## config.mk

```make
export PLATFORM = sky130hd
export DESIGN_NAME = ctsm_matrix
export DESIGN_NICKNAME = d
export VERILOG_FILES = /design/src/ctsm_pkg.sv /design/src/ctsm_matrix.sv /design/src/ctsm_sync.sv
export VERILOG_INCLUDE_DIRS = /design/src
export SDC_FILE = /design/constraint.sdc
export NUM_CORES = 1
export LEC_CHECK = 0
export BUFFER_PORTS_ARGS = -buffer_cell sky130_fd_sc_hd__buf_2
export CAP_MARGIN = 0
export CORE_UTILIZATION = 49
export CTS_BUF_LIST = sky130_fd_sc_hd__clkbuf_8
export DETAILED_ROUTE_END_ITERATION = 8
export GPL_TIMING_DRIVEN = 0
export PLACE_DENSITY = 0.87
export SYNTH_ARGS = -nofsm -noshare
export SYNTH_HDL_FRONTEND = slang
export SYNTH_HIERARCHICAL = 1
export SYNTH_SLANG_ARGS = --single-unit
```

## constraint.sdc

```tcl
create_clock -name i_core_clk -period 2.3 [get_ports i_core_clk]
set_input_delay 0.115 -clock i_core_clk [delete_from_list [all_inputs] [get_ports i_core_clk]]
set_output_delay 0.115 -clock i_core_clk [all_outputs]
set_load 0.01 [all_outputs]
```

## src/ctsm_consts.svh

```systemverilog
`ifndef CTSM_CONSTS_SVH
`define CTSM_CONSTS_SVH

// ---------------------------------------------
// Clock and timing
// ---------------------------------------------
`define CTSM_CLK_PERIOD_NS 20
`define CTSM_EXEC_PULSE_NS 100

// ---------------------------------------------
// Coordination bus sizing
// ---------------------------------------------
`define CTSM_MAX_PEERS 32
`define CTSM_NUM_LINES 2
`define CTSM_LINE_A 0
`define CTSM_LINE_B 1

// ---------------------------------------------
// Synchroniser bit positions and reset levels
// ---------------------------------------------
`define CTSM_SYNC_W 4
`define CTSM_SYNC_TRIG_N 0
`define CTSM_SYNC_READY 1
`define CTSM_SYNC_EXEC_N 2
`define CTSM_SYNC_COAX 3
`define CTSM_SYNC_RST 4'h7
`define CTSM_EXEC_CNT_W 4
`define CTSM_EXEC_CNT_ZERO 4'h0
`define CTSM_EXEC_CNT_ONE 4'h1

`endif

```

## src/ctsm_pkg.sv

```systemverilog
`default_nettype none

package ctsm_pkg;

   // ---------------------------------------------
   // Connection of one party to an internal line
   // ---------------------------------------------
   typedef enum logic [1:0] {
      CTSM_CONN_NONE,
      CTSM_CONN_DRIVE,
      CTSM_CONN_RECEIVE
   } ctsm_conn_t;

   typedef struct packed {
      ctsm_conn_t coordination_bus_trigger;
      ctsm_conn_t coax;
      ctsm_conn_t emu_ana;
      ctsm_conn_t ext_ana;
      logic break_rcv;
   } ctsm_line_cfg_t;

   typedef struct packed {
      logic run_enable;
      logic from_start;
      logic ext_indep;
   } ctsm_run_cfg_t;

   typedef struct packed {
      logic sync_start;
      logic trace_on_exec;
      logic trace_start;
   } ctsm_cmd_t;

   typedef struct packed {
      logic emu_trig;
      logic ext_trig;
      logic emu_broken;
      logic emu_in_reset;
   } ctsm_events_t;

   typedef struct packed {
      logic break_req;
      logic run_req;
      logic run_from_start;
      logic trace_begin;
      logic emu_arm;
      logic ext_arm;
   } ctsm_ctl_t;

   typedef enum logic {
      CTSM_RUN_IDLE,
      CTSM_RUN_WAIT_READY
   } ctsm_run_state_t;

endpackage

`default_nettype wire

```

## src/ctsm_matrix.sv

```systemverilog
// Overview of operation
// - With run interaction on, execute strobe starts emulator from PC or start address.
// - Sync start pulses execute line once, even with run interaction off.
// - Enabled emulator breaks when any enabled peer breaks (ready falls).
// - Run interaction off: ready line is ignored; execute only begins an armed trace.
// - Trace-on-execute holds trace, begins it on execute strobe.
// - Ordinary trace start clears trace-on-execute; execute then ignored by analyzer.
// - Run interaction setting never affects trigger line routing.
// - Line A always driven by emulation analyzer, always feeds break input.
// - Either line can send analyzer triggers to bus trigger or coax port.
// - Either line can feed break from bus trigger, coax, or analyzers.
// - Only line B can arm analyzers from bus trigger or coax.
// - With several break sources, whichever comes first breaks.
// - Each line connection can be set to none individually, except line A's analyzer drive and break input.
// - External analyzer joins line B only when configured independent.
// - Coax trigger is a rising edge, driven and received.
// - Coax port is shared by several drivers (open emitter).
// - Coordination bus starts and stops up to 32 emulators together.
// - Ready is wired AND; held false while broken or in reset, with run interaction on.
// - Bus trigger is low-true and level-sensitive; drive or receive.
// - Execute is low-true; run from address once ready returns true.
`include "ctsm_consts.svh"
`default_nettype none

module ctsm_matrix (
   // Clock and reset
   input wire logic i_core_clk,
   input wire logic i_reset_n,
   // Configuration and commands
   input wire ctsm_pkg::ctsm_run_cfg_t i_run_cfg,
   input wire ctsm_pkg::ctsm_line_cfg_t [`CTSM_NUM_LINES-1:0] i_line_cfg,
   input wire ctsm_pkg::ctsm_cmd_t i_cmd,
   input wire ctsm_pkg::ctsm_events_t i_ev,
   // Emulator and analyzer controls
   output ctsm_pkg::ctsm_ctl_t o_ctl,
   output logic o_trace_armed,
   // Coordination bus trigger, open drain, low true
   input wire logic i_cmb_trig_n,
   output logic o_cmb_trig_n,
   output logic o_cmb_trig_oe,
   // Coordination bus ready, open drain
   input wire logic i_cmb_ready,
   output logic o_cmb_ready,
   output logic o_cmb_ready_oe,
   // Coordination bus execute, open drain, low true
   input wire logic i_cmb_exec_n,
   output logic o_cmb_exec_n,
   output logic o_cmb_exec_oe,
   // Coaxial trigger port, open emitter
   input wire logic i_coax,
   output logic o_coax,
   output logic o_coax_oe
);
   import ctsm_pkg::*;

   // ---------------------------------------------
   // Timing
   // ---------------------------------------------
   // Least pulse time, rounded up to whole cycles
   localparam int EXEC_CYC_I = (`CTSM_EXEC_PULSE_NS + `CTSM_CLK_PERIOD_NS - 1) / `CTSM_CLK_PERIOD_NS;
   localparam logic [`CTSM_EXEC_CNT_W-1:0] EXEC_CYC = EXEC_CYC_I[`CTSM_EXEC_CNT_W-1:0];
   // Ready is a wired AND across at most this many units
   localparam int MAX_PEERS = `CTSM_MAX_PEERS;

   // ---------------------------------------------
   // Pin synchronisers
   // ---------------------------------------------
   logic [`CTSM_SYNC_W-1:0] pins_s;
   logic trig_rx;
   logic ready_s;
   logic exec_n_s;
   logic coax_s;
   logic ready_prev;
   logic exec_prev_n;
   logic coax_prev;
   logic exec_fall;
   logic coax_rise;
   logic ready_fall;

   ctsm_sync u_sync (
      .i_core_clk(i_core_clk),
      .i_reset_n(i_reset_n),
      .i_async({i_coax, i_cmb_exec_n, i_cmb_ready, i_cmb_trig_n}),
      .o_sync(pins_s)
   );

   assign trig_rx = ~pins_s[`CTSM_SYNC_TRIG_N];
   assign ready_s = pins_s[`CTSM_SYNC_READY];
   assign exec_n_s = pins_s[`CTSM_SYNC_EXEC_N];
   assign coax_s = pins_s[`CTSM_SYNC_COAX];

   always_ff @(posedge i_core_clk) begin
      if (!i_reset_n) begin
         ready_prev <= 1'b1;
         exec_prev_n <= 1'b1;
         coax_prev <= 1'b0;
      end else begin
         ready_prev <= ready_s;
         exec_prev_n <= exec_n_s;
         coax_prev <= coax_s;
      end
   end

   assign exec_fall = exec_prev_n & ~exec_n_s;
   assign coax_rise = coax_s & ~coax_prev;
   assign ready_fall = ready_prev & ~ready_s;

   // ---------------------------------------------
   // Trigger line matrix
   // ---------------------------------------------
   // Routing ignores run interaction entirely
   logic [`CTSM_NUM_LINES-1:0] line;
   logic [`CTSM_NUM_LINES-1:0] to_coordination_bus_trigger;
   logic [`CTSM_NUM_LINES-1:0] to_coax;
   logic [`CTSM_NUM_LINES-1:0] to_break;
   logic [`CTSM_NUM_LINES-1:0] to_emu_arm;
   logic [`CTSM_NUM_LINES-1:0] to_ext_arm;

   for (genvar i = 0; i < `CTSM_NUM_LINES; i++) begin : g_line
      logic emu_drv;
      logic emu_rcv;
      logic ext_drv;
      logic ext_rcv;
      logic brk_rcv;
      logic ext_ok;
      // Line A is hard wired analyzer-to-break
      if (i == `CTSM_LINE_A) begin : g_a
         assign emu_drv = 1'b1;
         assign emu_rcv = 1'b0;
         assign brk_rcv = 1'b1;
         assign ext_ok = 1'b0;
      end else begin : g_b
         assign emu_drv = i_line_cfg[i].emu_ana == CTSM_CONN_DRIVE;
         assign emu_rcv = i_line_cfg[i].emu_ana == CTSM_CONN_RECEIVE;
         assign brk_rcv = i_line_cfg[i].break_rcv;
         assign ext_ok = i_run_cfg.ext_indep;
      end
      assign ext_drv = ext_ok && i_line_cfg[i].ext_ana == CTSM_CONN_DRIVE;
      assign ext_rcv = ext_ok && i_line_cfg[i].ext_ana == CTSM_CONN_RECEIVE;
      // OR of every enabled source; NONE drops a party
      assign line[i] = (emu_drv & i_ev.emu_trig) | (ext_drv & i_ev.ext_trig)
                     | (i_line_cfg[i].coordination_bus_trigger == CTSM_CONN_DRIVE & trig_rx)
                     | (i_line_cfg[i].coax == CTSM_CONN_DRIVE & coax_rise);
      assign to_coordination_bus_trigger[i] = line[i] & (i_line_cfg[i].coordination_bus_trigger == CTSM_CONN_RECEIVE);
      assign to_coax[i] = line[i] & (i_line_cfg[i].coax == CTSM_CONN_RECEIVE);
      assign to_break[i] = line[i] & brk_rcv;
      assign to_emu_arm[i] = line[i] & emu_rcv;
      assign to_ext_arm[i] = line[i] & ext_rcv;
   end

   // ---------------------------------------------
   // Trigger outputs to pins
   // ---------------------------------------------
   always_ff @(posedge i_core_clk) begin
      if (!i_reset_n) begin
         o_cmb_trig_n <= 1'b0;
         o_cmb_trig_oe <= 1'b0;
         o_coax <= 1'b0;
         o_coax_oe <= 1'b0;
      end else begin
         o_cmb_trig_n <= 1'b0;
         o_cmb_trig_oe <= |to_coordination_bus_trigger;
         // Level out, so its rising edge marks the trigger
         o_coax <= |to_coax;
         // Drive only while high; others may share the line
         o_coax_oe <= |to_coax;
      end
   end

   // ---------------------------------------------
   // Ready line and peer break
   // ---------------------------------------------
   logic peer_break;

   // Own drive low would also drop ready, so only a running unit
   // treats a fall as a peer's break
   assign peer_break = i_run_cfg.run_enable & ready_fall
                     & ~i_ev.emu_broken & ~i_ev.emu_in_reset;

   always_ff @(posedge i_core_clk) begin
      if (!i_reset_n) begin
         o_cmb_ready <= 1'b0;
         o_cmb_ready_oe <= 1'b0;
      end else begin
         o_cmb_ready <= 1'b0;
         o_cmb_ready_oe <= i_run_cfg.run_enable & (i_ev.emu_broken | i_ev.emu_in_reset);
      end
   end

   // ---------------------------------------------
   // Execute pulse generator
   // ---------------------------------------------
   logic [`CTSM_EXEC_CNT_W-1:0] exec_cnt;

   always_ff @(posedge i_core_clk) begin
      if (!i_reset_n) begin
         exec_cnt <= `CTSM_EXEC_CNT_ZERO;
      end else if (exec_cnt != `CTSM_EXEC_CNT_ZERO) begin
         exec_cnt <= exec_cnt - 1'b1;
      end else if (i_cmd.sync_start) begin
         // Not gated by run interaction
         exec_cnt <= EXEC_CYC;
      end
   end

   always_ff @(posedge i_core_clk) begin
      if (!i_reset_n) begin
         o_cmb_exec_n <= 1'b0;
         o_cmb_exec_oe <= 1'b0;
      end else begin
         o_cmb_exec_n <= 1'b0;
         // Output is registered, so it stops one count early to keep the pulse length
         o_cmb_exec_oe <= (exec_cnt > `CTSM_EXEC_CNT_ONE)
                        || (i_cmd.sync_start && exec_cnt == `CTSM_EXEC_CNT_ZERO);
      end
   end

   // ---------------------------------------------
   // Synchronous run control
   // ---------------------------------------------
   ctsm_run_state_t run_state;
   logic next_run_req;

   assign next_run_req = run_state == CTSM_RUN_WAIT_READY && i_run_cfg.run_enable && ready_s;

   always_ff @(posedge i_core_clk) begin
      if (!i_reset_n) begin
         run_state <= CTSM_RUN_IDLE;
      end else if (!i_run_cfg.run_enable) begin
         run_state <= CTSM_RUN_IDLE;
      end else begin
         unique case (run_state)
            CTSM_RUN_IDLE: begin
               if (exec_fall) begin
                  run_state <= CTSM_RUN_WAIT_READY;
               end
            end
            CTSM_RUN_WAIT_READY: begin
               if (ready_s) begin
                  run_state <= CTSM_RUN_IDLE;
               end
            end
         endcase
      end
   end

   // ---------------------------------------------
   // Trace on execute
   // ---------------------------------------------
   logic trace_go;

   assign trace_go = o_trace_armed & exec_fall & ~i_cmd.trace_start;

   always_ff @(posedge i_core_clk) begin
      if (!i_reset_n) begin
         o_trace_armed <= 1'b0;
      end else if (i_cmd.trace_start) begin
         // Later command wins over a same-cycle arm
         o_trace_armed <= 1'b0;
      end else if (i_cmd.trace_on_exec) begin
         o_trace_armed <= 1'b1;
      end else if (trace_go) begin
         o_trace_armed <= 1'b0;
      end
   end

   // ---------------------------------------------
   // Control outputs
   // ---------------------------------------------
   always_ff @(posedge i_core_clk) begin
      if (!i_reset_n) begin
         o_ctl <= '0;
      end else begin
         // Any source, first to arrive, breaks
         o_ctl.break_req <= (|to_break) | peer_break;
         o_ctl.run_req <= next_run_req;
         o_ctl.run_from_start <= i_run_cfg.from_start;
         o_ctl.trace_begin <= trace_go;
         o_ctl.emu_arm <= to_emu_arm[`CTSM_LINE_B];
         o_ctl.ext_arm <= to_ext_arm[`CTSM_LINE_B];
      end
   end
endmodule

`default_nettype wire

```

## src/ctsm_sync.sv

```systemverilog
`include "ctsm_consts.svh"
`default_nettype none

module ctsm_sync (
   // Clock and reset
   input wire logic i_core_clk,
   input wire logic i_reset_n,
   // Pin levels in, synced levels out
   input wire logic [`CTSM_SYNC_W-1:0] i_async,
   output logic [`CTSM_SYNC_W-1:0] o_sync
);
   import ctsm_pkg::*;

   // Stage one is read only by stage two
   logic [`CTSM_SYNC_W-1:0] meta;

   always_ff @(posedge i_core_clk) begin
      if (!i_reset_n) begin
         meta <= `CTSM_SYNC_RST;
         o_sync <= `CTSM_SYNC_RST;
      end else begin
         meta <= i_async;
         o_sync <= meta;
      end
   end

endmodule

`default_nettype wire
```

After elaboration in Yosys (flattened, before gate mapping)
Cells that the tools add are included.

word-level totals
  flip-flop bits (word level) = 27
  input port bits = 34

operators by class
  add/subtract/negate cells = 1
  $lt $le $gt $ge = 1
  eq/ne operators = 12
  mux-type cells = 7
  bitwise operators = 38
  reductions and logical operators = 15

operators by type and width
  operator               number
  $and A1 B1 Y1          22
  $eq A2 B1 Y1 const B   6
  $eq A2 B2 Y1 const B   6
  $not A1 Y1             9
  $mux W4                2
  $reduce_or A2 Y1       4
  $or A1 B1 Y1           7
  $logic_and A1 B1 Y1    5
  $gt A4 B1 Y1 const B   1
  $logic_not A4 Y1       1
  $mux W1                4
  $reduce_bool A2 Y1     2
  $reduce_bool A4 Y1     1
  $sub A4 B1 Y4 const B  1
  $pmux W1 S2            1
  $reduce_and A2 Y1      1
  $logic_or A1 B1 Y1     1

Depth between registers and ports, before layout
  word-level depth = 9
  gate-level depth with buffers = 4
  mapped depth without buffers = 4

Modules after synthesis
Netlist, hierarchy kept.

by module, submodules not included
  module       times used  cells an instance  area an instance (um2)  seq. area each (um2)
  ctsm_matrix  1           79                 743.2                   380.4
  ctsm_sync    1           16                 210.2                   160.2

Least setup slack after synthesis
OpenSTA, ideal clock, no wires.

  path type = register to register
  start point = reg coax_prev
  end point = reg o_cmb_trig_oe
  setup time = 0.072 ns
  arrival time = 1.037 ns
  data required time = 2.228 ns
  path slack = 1.191 ns
  cell stages (with the launch flop) = 5
  path buffers = 0
  period minus slack after synthesis = 1.109 ns
  path through = dfxtp_1 and4bb_1 a211oi_1 or3b_1 a21oi_1

on the way
  cells in the longest elaborated chain, start to end = 6

ends and longest elaborated chain
  what                      RTL line            source
  start: declaration        ctsm_matrix.sv:75   logic coax_prev;
  start signal: assignment  ctsm_matrix.sv:100  coax_prev <= coax_s;
  $not A1 Y1 (*)            ctsm_matrix.sv:105  assign coax_rise = coax_s & ~coax_prev;
  $and A1 B1 Y1 (*)         ctsm_matrix.sv:105
  $and A1 B1 Y1             ctsm_matrix.sv:143  | (i_line_cfg[i].coax == CTSM_CONN_DRIVE & coax_rise);
  $or A1 B1 Y1              ctsm_matrix.sv:143
  $and A1 B1 Y1             ctsm_matrix.sv:144  assign to_coordination_bus_trigger[i] = line[i] & (i_line_cfg[i].coordination_bus_trigger == CTSM_CONN_RECEIVE ...
  $reduce_or A2 Y1 (*)      ctsm_matrix.sv:162  o_cmb_trig_oe <= |to_coordination_bus_trigger;
  end signal: assignment    ctsm_matrix.sv:162
  end: declaration          ctsm_matrix.sv:40   output logic o_cmb_trig_oe,

Mark *: on every way between the ends. The rest lies on a longest branch, timed or not.
A chain may end at the register's enable or synchronous reset.

Worst setup path in the final report
  start point = reg u_sync.o_sync[0]
  end point = reg o_coax_oe

on the way
  cells in the longest elaborated chain, start to end = 6

ends and longest elaborated chain
  what                      RTL line            source
  start: declaration        ctsm_sync.sv:10     output logic [`CTSM_SYNC_W-1:0] o_sync
  start signal: assignment  ctsm_sync.sv:20     o_sync <= `CTSM_SYNC_RST;
  start signal: assignment  ctsm_sync.sv:23     o_sync <= meta;
  $not A1 Y1 (*)            ctsm_matrix.sv:87   assign trig_rx = ~pins_s[`CTSM_SYNC_TRIG_N];
  $and A1 B1 Y1             ctsm_matrix.sv:142  | (i_line_cfg[i].coordination_bus_trigger == CTSM_CONN_DRIVE & trig_rx)
  $or A1 B1 Y1              ctsm_matrix.sv:142
  $or A1 B1 Y1              ctsm_matrix.sv:143
  $and A1 B1 Y1             ctsm_matrix.sv:145  assign to_coax[i] = line[i] & (i_line_cfg[i].coax == CTSM_CONN_RECEIVE);
  $reduce_or A2 Y1 (*)      ctsm_matrix.sv:166  o_coax_oe <= |to_coax;
  end signal: assignment    ctsm_matrix.sv:166
  end: declaration          ctsm_matrix.sv:52   output logic o_coax_oe

Marked as above.

==> run_results.csv <==
group,metric,value,unit
outcome,status,"finished, final reports clean",
place,io_buffer_count,40,
clock_network,cts_tree,"yes",
cells_and_area,diodes,0,
place,dp_hpwl,1398,um
critical_path,slowest_delay,440,ps
worst_hold_path,hold_path_depth,2,
floorplan,die_h,46.11,um
yosys,synth_ff_type,"dfxtp_1",
floorplan,die_w,46.11,um
pwr,power_leakage,0.5892,nW
sta,rsz0062_at_grt,"false",
critical_path,cp_common_cell,"a21oi_1",
clock_network,h-tree-depth,1,
critical_path,critPathRequiredTime,2490,ps
global_routing,gr-total-overflow,0,
floorplan,start_util,0.5347,
detailed_routing,drc_errors,0,
global_routing,grt_pass1_vias,669,
sta,timing.hold.ws,20.38,ps
detailed_routing,drt-pass1-iter-count,4,
cells_and_area,fin_nets,176,
yosys,yosys_warnings,6,
critical_path,path_class,"flip-flop to flip-flop",
yosys,postSynth.asyncResetShare,0,
clock_network,clk_path_buf_depth,2,
detailed_routing,antenna_left,0,
critical_path,worstSetupEndpointType,"flip-flop",
worst_hold_path,hold-path-endpoint,"o_ctl[1]",
yosys,synth_area,953.4,um2
cells_and_area,areaGrowthSynthToFinish,29.92,%
cells_and_area,drive_gt1_frac,0.3546,
clock_network,clock_latency,260,ps
clock_network,ctsRootBufferMaster,"clkbuf_8",
critical_path,slowest_stage,"or3b_2",
place,place_congestion,0.7522,
sta,tns,0,ps
critical_path,timing.rr.end,"o_coax_oe",
floorplan,die_area,2126,um2
cells_and_area,final_common_cell,"buf_2",
critical_path,cp-start-kind,"flip-flop",
sta,fmax,827.1,MHz
critical_path,path_cells,"nor2_1, a21oi_1, or3b_2, a21oi_1",
global_routing,antenna_found_initial,0,
yosys,synth_seq_area_share,0.5669,
critical_path,arrival,1400,ps
sta,report.final.slew_viol_count,0,
detailed_routing,drt-total-wl,1795,um
clock_network,cts_setup_buffers,0,
clock_network,cts_hold_buffers,0,
yosys,avgSynthCellArea,10.04,um2
sta,hold_viol,0,
critical_path,worst-path-max-fanout,2,
global_routing,grt.total_usage,0.1770,
clock_network,numCtsBuffers,3,
pwr,ir_worst_vdd,0.5117,mV
critical_path,rrSetupSlack,1090,ps
detailed_routing,viasPerCell,4.795,
job,cap_violations,0,
global_routing,grt_pass1_wl,2677,um
critical_path,rr_startpoint,"u_sync/o_sync[0]",
clock_network,cts_resized,0,
global_routing,grt_max_degree,18,
clock_network,cts_num_sinks,27,
floorplan,rows,15,
yosys,ys_ff_latch,27,
floorplan,core_area,1783,um2
yosys,synth_edf_count,0,
detailed_routing,wl_per_cell,10.81,um
sta,min_period_over_period,0.5257,
worst_hold_path,min_from,"i_line_cfg[12]",
sta,fin_worst_skew,5.771,ps
sta,fin_crit,1209,ps
cells_and_area,layout_common_cells,"40 x buf_2, 27 x dfxtp_1, 10 x nand2b_1, 7 x a21oi_1, 6 x nand2_1",
floorplan,ioPinCount,49,
sta,setup_viol,0,
detailed_routing,drtIter0Drc,7,
yosys,yosysTopAreaCellShare,0.5669,
worst_hold_path,hp-class,"input pin to flip-flop",
yosys,synth.distinct_cells,30,
yosys,synth_area_leaders,"dfxtp_1 57%, nand2b_1 6.6%, a21oi_1 3.7%, buf_4 3.1%, and2_1 2.6%",
clock_network,path_clk_slew,80,ps
yosys,synthCells,95,
detailed_routing,vias,796,
yosys,yosysTopAreaCell,"dfxtp_1",
pwr,p_per_area,678.3,nW/um2
critical_path,ff2ff_path_depth,4,
## stage by stage
stage | power [mW] | area [um2] | util | setup slack [ps] | cells
floorplan | 0.5524 | 960.9 | - | 1191 | 97
global placement | 0.5943 | 1192 | 0.6688 | 1148 | 162
detailed placement | 0.5993 | 1192 | 0.6688 | 1130 | 162
CTS | 0.8503 | 1239 | 0.6947 | 1105 | 166
global route | 0.8800 | 1239 | 0.6947 | 1054 | 166
finish | 0.8402 | 1239 | 0.6947 | 1091 | 166
## registers in the layout, indices dropped and copies added, names as in the netlist, 4 cells and up
register and flops:
o_ctl 6, exec_cnt 4, u_sync/o_sync 4, u_sync/meta 4
## cell families after synthesis
kind of cell    synth area share
mux                      0.01050
simple gates              0.2756
compound gates            0.1037
flops                     0.5669
buf+inv                  0.03936
other cells             0.003933
## critical path: cells and delay by family, from the launching register on
family / cells / cell delay [ps]
and+or+nand+nor: 2 / 590
AOI/OAI and AO/OA: 2 / 220
DFF: 1 / 330
## report_power, final
group / internal, mW / switching, mW / total [mW] / leakage [nW]
logic: 0.0473 / 0.0426 / 0.0899 / 0.342
clock network: 0.121 / 0.130 / 0.251 / 0.0255
registers: 0.488 / 0.0114 / 0.499 / 0.222
## metal layers
layer / part of all wire / global-route usage
met3: 0.059 / 0.04314
met4: 0.0033 / 0.08235
met5: 0 / 0
met2: 0.48 / 0.2986
met1: 0.45 / 0.2099
## cell usage after synthesis (2+ instances only)
| master | instances |
|---|---|
| nand2b_1 | 10 |
| nor4_1 | 2 |
| o21ai_0 | 5 |
| nor3_1 | 5 |
| a21oi_1 | 7 |
| nor2_1 | 5 |
| dfxtp_1 | 27 |
| and2_1 | 4 |
| nand2_1 | 6 |
| buf_4 | 4 |
## cell type report
cell class,instances,area (um2)
Clock inverter,1,5.005
Tap cell,25,31.28
Clock buffer,3,41.29
Inverter,2,7.507
Sequential cell,27,540.5
Multi-Input combinational cell,64,382.9
Timing Repair Buffer,40,200.2
Buffer,4,30.03
Fill cell,135,544.3
## worst max path at each step
| stage | cells after the start | start | end | slack [ps] |
|---|---|---|---|---|
| global route | 4 | coax_prev | o_cmb_trig_oe | 1050 |
| detailed placement | 4 | u_sync/o_sync[0] | o_coax_oe | 1130 |
| finish | 4 | u_sync/o_sync[0] | o_coax_oe | 1090 |
| floorplan | 4 | coax_prev | o_cmb_trig_oe | 1190 |
| CTS | 4 | u_sync/o_sync[0] | o_coax_oe | 1110 |
| global placement | 4 | coax_prev | o_cmb_trig_oe | 1150 |
Power figures use the tool's default switching activity.
